### config.mk
export PLATFORM = sky130hd
export DESIGN_NAME = lsm_line_switch
export DESIGN_NICKNAME = d
export VERILOG_FILES = /design/src/lsm_pkg.sv /design/src/lsm_sync.sv /design/src/lsm_lamp_decode.sv /design/src/lsm_line_switch.sv
export VERILOG_INCLUDE_DIRS = /design/src
export SDC_FILE = /design/constraint.sdc
export NUM_CORES = 1
export LEC_CHECK = 0
export BUFFER_PORTS_ARGS = -buffer_cell sky130_fd_sc_hd__buf_2
export CAP_MARGIN = 10
export CORE_MARGIN = 3
export CORE_UTILIZATION = 40
export DETAILED_ROUTE_END_ITERATION = 6
export GPL_ROUTABILITY_DRIVEN = 0
export SLEW_MARGIN = 20
export SYNTH_ARGS = -nofsm -noshare
export SYNTH_HDL_FRONTEND = slang
export SYNTH_SLANG_ARGS = --single-unit
### constraint.sdc
create_clock -name core_clk -period 2.5 [get_ports core_clk]
set_input_delay 0.75 -clock core_clk [delete_from_list [all_inputs] [get_ports core_clk]]
set_output_delay 0.75 -clock core_clk [all_outputs]
set_load 0.03 [all_outputs]
### src/lsm_params.svh
`ifndef LSM_PARAMS_SVH
`define LSM_PARAMS_SVH

// clock and timing
`define LSM_CLK_HZ 10000000
`define LSM_ONESHOT_MS 50
`define LSM_ONESHOT_CYC ((`LSM_ONESHOT_MS * `LSM_CLK_HZ) / 1000)
`define LSM_OSC_HZ 10000
`define LSM_OSC_HALF_CYC (`LSM_CLK_HZ / (2 * `LSM_OSC_HZ))

// positions in the synchronised input vector
`define LSM_IN_W 12
`define LSM_IN_AUTO 0
`define LSM_IN_UNIT 1
`define LSM_IN_LOCAL 2
`define LSM_IN_REQ2 3
`define LSM_IN_REQ3 4
`define LSM_IN_MOTOR 5
`define LSM_IN_TUNE 6
`define LSM_IN_SUP5 7
`define LSM_IN_SUP12 8
`define LSM_IN_CONT 9
`define LSM_IN_LINE2 10
`define LSM_IN_LINE3 11

// reset values
`define LSM_IN_RST 12'hc00
`define LSM_LAMP_RST 4'he
`define LSM_SEL_RST 2'h0

`endif

### src/lsm_pkg.sv
package lsm_pkg;
  typedef enum logic [1:0] {
    LSM_MODE_IDLE,
    LSM_MODE_LOCAL,
    LSM_MODE_AUTO
  } lsm_mode_e;
  typedef logic [1:0] lsm_line_t;
endpackage : lsm_pkg

### src/lsm_sync.sv
`timescale 1ns/1ps
`default_nettype none
module lsm_sync #(
  parameter int W = 1,
  parameter logic [W-1:0] RST_VAL = '0
) (
  // clock and reset
  input wire logic core_clk,
  input wire logic rst_b,
  // data
  input wire logic [W-1:0] async_in,
  output logic [W-1:0] sync_out
);
  logic [W-1:0] ff1_reg;
  logic [W-1:0] ff2_reg;
  logic [W-1:0] ff3_reg;
  logic [W-1:0] out_reg;
  logic [W-1:0] out_next;

  // a bit moves only once the second and third stages agree
  always_comb
  begin
    for (int i = 0; i < W; i++)
    begin
      out_next[i] = (ff2_reg[i] == ff3_reg[i]) ? ff3_reg[i] : out_reg[i];
    end
  end

  always_ff @(posedge core_clk or negedge rst_b)
  begin
    if (!rst_b)
    begin
      ff1_reg <= RST_VAL;
      ff2_reg <= RST_VAL;
      ff3_reg <= RST_VAL;
      out_reg <= RST_VAL;
    end
    else
    begin
      ff1_reg <= async_in;
      ff2_reg <= ff1_reg;
      ff3_reg <= ff2_reg;
      out_reg <= out_next;
    end
  end

  assign sync_out = out_reg;
endmodule : lsm_sync
`default_nettype wire

### src/lsm_lamp_decode.sv
`timescale 1ns/1ps
`default_nettype none
module lsm_lamp_decode
  import lsm_pkg::*;
(
  // sensed line levels, high means open
  input wire lsm_line_t line_high,
  // active-low lamps, bit 0 is length one
  output logic [3:0] lamp_b
);
  logic [1:0] length_idx;

  always_comb
  begin
    length_idx = {~line_high[1], ~line_high[0]};
    lamp_b = ~(4'h1 << length_idx);
  end
endmodule : lsm_lamp_decode
`default_nettype wire

### src/lsm_line_switch.sv
`timescale 1ns/1ps
`default_nettype none
`include "lsm_params.svh"
// What this block does
// - each oscillator rising edge loads pending line-two and line-three requests.
// - stored line-two one pulls the line-two pin low; zero lets it float.
// - line two chosen means line-two pin low, line-three pin open.
// - pins encode length: 1 both high, 2 line-two low, 3 line-three low, 4 both.
// - automatic selection needs the auto button and an attached line switching unit.
// - entering automatic forces requests low, clocking zeros so outputs release.
// - entering automatic with both outputs released causes no one-shot or clocking.
// - request versus stored mismatch triggers the retriggerable one-shot enabling the oscillator.
// - ready low only with motor stopped and tune pulse seen since motor start.
// - motor start clears the tune latch unless the tune input is high in that cycle; ready high while clear or running.
// - tune input high sets the latch; ready falls after it drops, motor stopped.
// - line pins drive in manual mode, are monitored inputs in automatic mode.
// - decoder lights exactly one of four active-low lamps from sensed line levels.
// - mute rests high and goes low whenever the amplifier must be silenced.
// - mute low for the whole time the filter motor runs.
// - mute low through the one-shot period; retriggers extend it continuously.
// - fault low on any supply failure, and fault low forces mute low.
// - fault suppressed while the main power contactor is off.
// - each trigger enables the oscillator about 50 ms at about 10 kHz.
// - manual requests are accepted only while the local button is active.
module lsm_line_switch
  import lsm_pkg::*;
#(
  parameter int ONESHOT_CYC = `LSM_ONESHOT_CYC
) (
  // clock and reset
  input wire logic core_clk,
  input wire logic rst_b,
  // front panel and system inputs
  input wire logic auto_button,
  input wire logic ext_unit_present,
  input wire logic local_button,
  input wire logic sel_line2_btn,
  input wire logic sel_line3_btn,
  input wire logic motor_run_sense,
  input wire logic tune_init,
  input wire logic supply_5v_ok,
  input wire logic supply_12v_ok,
  input wire logic contactor_on,
  // open-drain line pins
  input wire logic line2_i,
  output logic line2_o,
  output logic line2_oe_b,
  input wire logic line3_i,
  output logic line3_o,
  output logic line3_oe_b,
  // status outputs, all active low
  output logic ready_b,
  output logic mute_b,
  output logic fault_b,
  output logic [3:0] lamp_b
);
  logic [`LSM_IN_W-1:0] in_s;
  lsm_line_t sense_s;
  logic [3:0] lamp_dec;
  logic auto_mode;
  logic motor_s;
  logic tune_s;

  lsm_sync #(
    .W(`LSM_IN_W),
    .RST_VAL(`LSM_IN_RST)
  ) u_sync (
    .core_clk(core_clk),
    .rst_b(rst_b),
    .async_in({line3_i, line2_i, contactor_on, supply_12v_ok, supply_5v_ok, tune_init,
               motor_run_sense, sel_line3_btn, sel_line2_btn, local_button,
               ext_unit_present, auto_button}),
    .sync_out(in_s)
  );

  assign sense_s = {in_s[`LSM_IN_LINE3], in_s[`LSM_IN_LINE2]};
  assign motor_s = in_s[`LSM_IN_MOTOR];
  assign tune_s = in_s[`LSM_IN_TUNE];
  assign auto_mode = in_s[`LSM_IN_AUTO] & in_s[`LSM_IN_UNIT];

  lsm_lamp_decode u_lamp (
    .line_high(sense_s),
    .lamp_b(lamp_dec)
  );

  // selection path: requests, change detect, one-shot, oscillator
  lsm_line_t sel_reg;
  lsm_line_t sel_next;
  lsm_line_t pend;
  lsm_line_t mismatch_reg;
  lsm_line_t mismatch_next;
  logic trigger;
  logic [19:0] shot_cnt_reg;
  logic [19:0] shot_cnt_next;
  logic shot_active;
  logic [9:0] osc_cnt_reg;
  logic [9:0] osc_cnt_next;
  logic osc_lvl_reg;
  logic osc_lvl_next;
  logic osc_rise;

  always_comb
  begin
    lsm_mode_e mode;
    mode = LSM_MODE_IDLE;
    if (auto_mode)
    begin
      mode = LSM_MODE_AUTO;
    end
    else if (in_s[`LSM_IN_LOCAL])
    begin
      mode = LSM_MODE_LOCAL;
    end
    case (mode)
      LSM_MODE_AUTO: pend = 2'h0;
      LSM_MODE_LOCAL: pend = {in_s[`LSM_IN_REQ3], in_s[`LSM_IN_REQ2]};
      LSM_MODE_IDLE: pend = sel_reg;
      default: pend = sel_reg;
    endcase
    mismatch_next = pend ^ sel_reg;
    // new difference only; no difference means no action
    trigger = |(mismatch_next & ~mismatch_reg);
    shot_active = (shot_cnt_reg != 20'h00000);
    shot_cnt_next = shot_cnt_reg;
    if (trigger)
    begin
      shot_cnt_next = 20'(ONESHOT_CYC);
    end
    else if (shot_active)
    begin
      shot_cnt_next = shot_cnt_reg - 20'h00001;
    end
    osc_cnt_next = 10'h000;
    osc_lvl_next = 1'b0;
    osc_rise = 1'b0;
    if (shot_active)
    begin
      osc_cnt_next = osc_cnt_reg + 10'h001;
      osc_lvl_next = osc_lvl_reg;
      if (osc_cnt_reg == 10'(`LSM_OSC_HALF_CYC - 1))
      begin
        osc_cnt_next = 10'h000;
        osc_lvl_next = ~osc_lvl_reg;
        osc_rise = ~osc_lvl_reg;
      end
    end
    sel_next = osc_rise ? pend : sel_reg;
  end

  always_ff @(posedge core_clk or negedge rst_b)
  begin
    if (!rst_b)
    begin
      sel_reg <= `LSM_SEL_RST;
      mismatch_reg <= 2'h0;
      shot_cnt_reg <= 20'h00000;
      osc_cnt_reg <= 10'h000;
      osc_lvl_reg <= 1'b0;
    end
    else
    begin
      sel_reg <= sel_next;
      mismatch_reg <= mismatch_next;
      shot_cnt_reg <= shot_cnt_next;
      osc_cnt_reg <= osc_cnt_next;
      osc_lvl_reg <= osc_lvl_next;
    end
  end

  // tune latch, ready, mute, fault, pins and lamps
  logic motor_prev_reg;
  logic motor_prev_next;
  logic tune_latch_reg;
  logic tune_latch_next;
  logic ready_b_reg;
  logic ready_b_next;
  logic mute_b_reg;
  logic mute_b_next;
  logic fault_b_reg;
  logic fault_b_next;
  lsm_line_t oe_b_reg;
  lsm_line_t oe_b_next;
  lsm_line_t line_o_reg;
  lsm_line_t line_o_next;
  logic [3:0] lamp_b_reg;
  logic [3:0] lamp_b_next;

  always_comb
  begin
    tune_latch_next = tune_latch_reg;
    if (motor_s && !motor_prev_reg)
    begin
      tune_latch_next = 1'b0;
    end
    if (tune_s)
    begin
      tune_latch_next = 1'b1;
    end
    ready_b_next = ~(tune_latch_reg & ~motor_s & ~tune_s);
    fault_b_next = ~((~in_s[`LSM_IN_SUP5] | ~in_s[`LSM_IN_SUP12]) & in_s[`LSM_IN_CONT]);
    mute_b_next = ~(motor_s | shot_active | ~fault_b_next);
    // pins released in automatic so the external unit drives them
    oe_b_next = auto_mode ? 2'h3 : ~sel_reg;
    motor_prev_next = motor_s;
    line_o_next = 2'h0;
    lamp_b_next = lamp_dec;
  end

  always_ff @(posedge core_clk or negedge rst_b)
  begin
    if (!rst_b)
    begin
      motor_prev_reg <= 1'b0;
      tune_latch_reg <= 1'b0;
      ready_b_reg <= 1'b1;
      mute_b_reg <= 1'b1;
      fault_b_reg <= 1'b1;
      oe_b_reg <= 2'h3;
      line_o_reg <= 2'h0;
      lamp_b_reg <= `LSM_LAMP_RST;
    end
    else
    begin
      motor_prev_reg <= motor_prev_next;
      tune_latch_reg <= tune_latch_next;
      ready_b_reg <= ready_b_next;
      mute_b_reg <= mute_b_next;
      fault_b_reg <= fault_b_next;
      oe_b_reg <= oe_b_next;
      line_o_reg <= line_o_next;
      lamp_b_reg <= lamp_b_next;
    end
  end

  assign line2_o = line_o_reg[0];
  assign line3_o = line_o_reg[1];
  assign line2_oe_b = oe_b_reg[0];
  assign line3_oe_b = oe_b_reg[1];
  assign ready_b = ready_b_reg;
  assign mute_b = mute_b_reg;
  assign fault_b = fault_b_reg;
  assign lamp_b = lamp_b_reg;
endmodule : lsm_line_switch
`default_nettype wire

==> results.yml, run 1 <==
power:
  p_comb_frac: 0.163
  power_switching_mw: 1.01
  internal-power_mw: 2.56
  p_total_mw: 3.57
  powerDensity_nw_per_um2: 881
  sw_frac_of_total: 0.284
  p_leak_nw: 1.68
  seqPwrFrac: 0.536
  ir_drop_mv: 0.445
  clkPwrFrac: 0.302
global_routing:
  grt_pass1_wl_mm: 10.3
  antenna_found_initial: 0
  grt_pass1_vias: 2214
  grt_overflow_total: 0
  grt_usage: 0.130
  grt_max_degree: 38
clocking:
  ctsResizeCount: 0
  insertion_delay_ns: 0.35
  clock_path_buffers: 2
  cts_sinks: 94
  postCtsHoldBufs: 0
  cts_setup_buffers: 0
  clock-root-buffer: "clkbuf_8"
  cts.clk_slew.worst_paths_ns: 0.09
  cts_tree: "yes"
  cts_buffers: 9
  htreeDepth: 3
routing:
  drc: 0
  vias_per_cell: 5.12
  ant_nets: 0
  drtPass1Iterations: 4
  routed_wl_mm: 5.70
  vias: 2187
  drtIter0Drc: 122
  wl_per_cell_um: 13.3
yosys:
  synth_top_cells_by_area: "dfrtp_1, dfstp_2, maj3_1"
  post_synth.cell_area_avg_um2: 12.7
  synth-edff-count: 0
  yosysTopAreaCellShare: 0.548
  synth_seq_area_share: 0.666
  async_flop_share: 1.00
  synth_warnings: 0
  synth_flop_cell: "dfrtp_1"
  ys_types: 47
  synth_most_common_cell: "dfrtp_1"
  synth.largest_area_cell: "dfrtp_1"
  synth_cells: 281
  syn-cell-area_um2: 3560
  synthTopCellsByCount: "dfrtp_1, nor2_1, dfstp_2, nand2_1, nand3_1"
  ys_seq_elements: 94
timing:
  timing.fmax_mhz: 461
  finalSetupViolCount: 0
  finalMaxSlewViolations: 0
  rsz0062_at_grt: "false"
  max_slew_margin: 0.621
  period_needed_ns: 2.17
  fin_hold_ws_ns: 0.345
  final_hold_viol_count: 0
  period_share: 0.867
  setup_tns_ns: 0
  worst_slack_ns: 0.332
  tightest_slew_ns: 0.567
  finClkSkew_ns: 0.0111
critical_path:
  cp_max_fo: 5
  critical_path_required_ns: 2.76
  r2r_cells: 7
  crit_type: "register to register"
  reg2reg_from: "shot_cnt_reg[0]"
  r2r_slack_ns: 0.33
  timing.rr.end: "shot_cnt_reg[1]"
  endpoint_kind: "register"
  cp.arrival_ns: 2.43
  cp-start-kind: "register"
floorplan:
  core_um2: 8420
  dieArea_um2: 10100
  start_util: 0.423
  die_x_um: 100
  io_pins: 25
  dieHeight_um: 100
  rows: 33
min_path:
  hold_path.class: "input pin to async pin"
finish:
  nets: 334
  layout-drive-gt1-share: 0.214
  largest_reg_flops: 20
  area_delta_synth_final_pct: 13.8
  diodes: 0
  fill_cells: 780
placed_design:
  port_buffers: 22
  pre_cts_ws_ns: 0.334
  dp_hpwl_mm: 3.90
run_status:
  outcome: "finished, final reports clean"
job:
  drv_cap: 0
-- cell families (layout without fill, tap and decap cells) --
family / count (synthesis) / count (layout) / share of synthesized area
mux: 3 / 3 / 0.00844
xor+xnor: 14 / 14 / 0.0344
other cells: 1 / 2 / 0.00105
flops: 94 / 94 / 0.666
compound gates: 34 / 34 / 0.0566
simple gates: 109 / 109 / 0.174
buf+inv: 11 / 51 / 0.0148
fa+ha+maj: 15 / 15 / 0.0443
-- metrics by stage --
stage,util,instances,instance area [um2]
floorplan,-,282,3560
global placement,0.456,411,3840
detailed placement,0.456,411,3840
CTS,0.481,427,4050
global route,0.481,427,4050
finish,0.481,427,4050
-- per-layer routing --
| metal | part of all wire | global-route usage |
|---|---|---|
| met2 | 0.46 | 0.195 |
| met3 | 0.041 | 0.0313 |
| met4 | 0.015 | 0.0591 |
| met5 | 0 | 0 |
| met1 | 0.48 | 0.178 |
-- power by group through the flow --
stage | sequential (mW) | clock [mW] | combinational, mW
finish | 1.91 | 1.08 | 0.581
global route | 1.95 | 1.18 | 0.667
CTS | 1.91 | 1.11 | 0.589
detailed placement | 1.94 | 0 | 0.586
global placement | 1.94 | 0 | 0.577
floorplan | 1.92 | 0 | 0.410
-- worst max-delay path, stage by stage (launching register included) --
cell and delay [ns]:
dfrtp_1 0.41, inv_1 0.12, ha_1 0.18, nor4b_1 0.31
and2_0 0.31, nand4b_1 0.27, buf_4 0.25, a211oi_1 0.22
-- cell type report --
type                            count  area, um2  area share
Sequential cell                    94       2370       0.585
Multi-Input combinational cell    177       1140       0.281
Timing Repair Buffer               31        180      0.0445
Clock buffer                       11        131      0.0324
Tap cell                          105        131      0.0324
Clock inverter                      5       83.8      0.0207
Inverter                            4       15.0     0.00370
-- worst max-delay path by stage --
stage / startpoint / end / slack (ns) / cells after the start
floorplan: osc_cnt_reg[0] / sel_reg[0] / 0.45 / 7
global placement: shot_cnt_reg[0] / shot_cnt_reg[12] / 0.39 / 7
detailed placement: osc_cnt_reg[0] / sel_reg[0] / 0.33 / 6
CTS: shot_cnt_reg[0] / osc_cnt_reg[4] / 0.34 / 7
global route: shot_cnt_reg[0] / osc_cnt_reg[3] / 0.12 / 7
finish: shot_cnt_reg[0] / shot_cnt_reg[1] / 0.33 / 7
-- cell usage in the layout, fill, tap and decap left out, types with 2 or more instances in the layout --
cell type / instances
o21ai_0: 9
dfrtp_1: 78
nand4b_1: 3
clkinvlp_4: 2
nor3_1: 9
nand3_1: 14
xor2_1: 4
xnor2_1: 10
inv_1: 4
o21a_1: 2
nand2b_1: 4
a21oi_1: 9
nor2_1: 27
bufinv_16: 2
o21ai_1: 4
clkbuf_1: 2
nor4b_1: 2
a21o_1: 3
conb_1: 2
nand2_1: 16
and3_1: 2
maj3_1: 12
or3b_2: 2
ha_1: 3
clkbuf_8: 9
buf_4: 10
or3_1: 9
buf_2: 21
nor4_4: 2
dfstp_2: 16
nand4_1: 5
nor2b_1: 2
mux2i_1: 3
o31ai_1: 3
Power figures use the tool's default switching activity.
==> inputs of run 2 (changes only) <==
--- a/config.mk
+++ b/config.mk
@@ -12,6 +12,7 @@
 export CORE_UTILIZATION = 40
 export DETAILED_ROUTE_END_ITERATION = 6
 export GPL_ROUTABILITY_DRIVEN = 0
+export PLACE_DENSITY = 0.58
 export SLEW_MARGIN = 20
 export SYNTH_ARGS = -nofsm -noshare
 export SYNTH_HDL_FRONTEND = slang
==> constraint.sdc (replaced) <==
create_clock -name core_clk -period 2.1 [get_ports core_clk]
set_input_delay 0.63 -clock core_clk [delete_from_list [all_inputs] [get_ports core_clk]]
set_output_delay 0.63 -clock core_clk [all_outputs]
set_load 0.03 [all_outputs]
==> run 2 against run 1 <==
Via count up 2.2%. Worst setup slack got worse by 0.28 ns. Sequential share of layout area decreased by 2.5 points. Critical path depth down 1. Largest cell class unchanged. Register-to-register slack worse by 0.28 ns. Combinational power grew 56%. Clock power up 7%. Sequential power increased by 17%.
==> results.yml, run 2 (same netlist as run 1, synthesis figures left out) <==
power:
  ir_drop_mv: 0.511
  powerDensity_nw_per_um2: 1020
  p_leak_nw: 1.77
min_path:
  hold_path.class: "input pin to async pin"
floorplan:
  dieArea_um2: 10100
  io_pins: 25
  core_um2: 8420
  start_util: 0.423
  die_x_um: 100
  dieHeight_um: 100
  rows: 33
placed_design:
  dp_hpwl_mm: 3.99
  port_buffers: 22
clocking:
  cts_tree: "yes"
  htreeDepth: 3
  insertion_delay_ns: 0.35
  cts.clk_slew.worst_paths_ns: 0.10
  postCtsHoldBufs: 0
  cts_buffers: 9
  cts_sinks: 94
  clock_path_buffers: 2
  clock-root-buffer: "clkbuf_8"
timing:
  finalMaxSlewViolations: 0
  period_share: 0.976
  finalSetupViolCount: 0
  finClkSkew_ns: 0.0103
  rsz0062_at_grt: "true"
  timing.fmax_mhz: 488
  final_hold_viol_count: 0
  period_needed_ns: 2.05
  setup_tns_ns: 0
critical_path:
  critical_path_required_ns: 2.35
  cp_max_fo: 3
  endpoint_kind: "register"
  cp-start-kind: "register"
  r2r_cells: 6
  crit_type: "register to register"
  cp.arrival_ns: 2.30
routing:
  wl_per_cell_um: 13.5
  ant_nets: 0
  drtIter0Drc: 160
  vias_per_cell: 5.04
  vias: 2236
  drc: 0
  drtPass1Iterations: 4
  routed_wl_mm: 6.01
finish:
  diodes: 0
  final_cell_mix: "dfrtp_1, nor2_1, buf_4"
  fin_util: 0.503
  area_delta_synth_final_pct: 18.9
  layout-drive-gt1-share: 0.298
  final_common_cell: "dfrtp_1"
  largest_reg_flops: 20
  nets: 351
global_routing:
  antenna_found_initial: 0
  grt_pass1_vias: 2223
  grt_usage: 0.130
  grt_pass1_wl_mm: 10.3
  grt_max_degree: 95
  grt_overflow_total: 0
job:
  drv_cap: 0
run_status:
  outcome: "finished, final reports clean"
==> run 2: cell count changes in the layout (fill, tap and decap cells not counted), sizes merged <==
| cell | previous run | this run |
|---|---|---|
| buf | 31 | 48 |
| bufinv | 2 | 0 |
| clkbuf | 11 | 9 |
| clkinv | 0 | 2 |
| clkinvlp | 2 | 1 |
| inv | 5 | 8 |
==> run 2: layer usage <==
| metal | part of all wire | up-vias | global-route usage |
|---|---|---|---|
| met3 | 0.025 | 9 | 0.0271 |
| li1 | - | 1085 | - |
| met1 | 0.50 | 1111 | 0.184 |
| met4 | 0.017 | 0 | 0.0611 |
| met5 | 0 | - | 0 |
| met2 | 0.46 | 31 | 0.191 |
==> run 2: final timing paths <==
kind	from	to	slack (ns)
max	osc_cnt_reg[1]	sel_reg[1]	0.05
min	rst_b	u_sync.ff1_reg[4]	0.29
max reg2reg	osc_cnt_reg[1]	sel_reg[1]	0.05
min reg2reg	u_sync.ff1_reg[0]	u_sync.ff2_reg[0]	0.35
max in group asynchronous	rst_b	fault_b	1.40
min in group core_clk	u_sync.ff1_reg[0]	u_sync.ff2_reg[0]	0.35
==> run 2: repair_timing <==
action	4_1_cts	5_1_grt
endpoints found under the setup margin	0	18
setup buffers	0	3
gates resized for setup	0	14
==> run 2: worst max-delay path, stage by stage, from the launching register on <==
cell	delay [ns]
dfrtp_1	0.38
ha_2	0.20
or4b_1	0.43
or3_4	0.35
or3_4	0.39
o21ai_2	0.11
o21ai_1	0.07
==> run 2: area by class of cell <==
type,instances,area [um2]
clock buffers,9,124
fillers,783,4190
clock inverters,7,72.6
flip-flops and latches,94,2370
well taps,105,131
multi-input cells,177,1200
repair buffers,48,320
inverters,4,15.0
==> run 2: where the power goes <==
group	total, mW	switching, mW	internal, mW
clock network	1.16	0.692	0.468
logic	0.909	0.469	0.440
registers	2.24	0.194	2.05
total	4.31	1.35	2.96
==> run 2: per-stage QoR <==
stage | worst slack (ns) | instance area (um2) | hold slack, ns | instances | power (mW)
floorplan | 0.0467 | 3560 | 0.331 | 282 | 2.77
CTS | 0.0211 | 4150 | 0.309 | 441 | 4.32
global placement | 0.0775 | 3960 | 0.332 | 425 | 3.11
detailed placement | 0.0508 | 3960 | 0.335 | 425 | 3.14
global route | -0.0739 | 4230 | 0.325 | 444 | 4.58
finish | 0.0497 | 4230 | 0.289 | 444 | 4.31
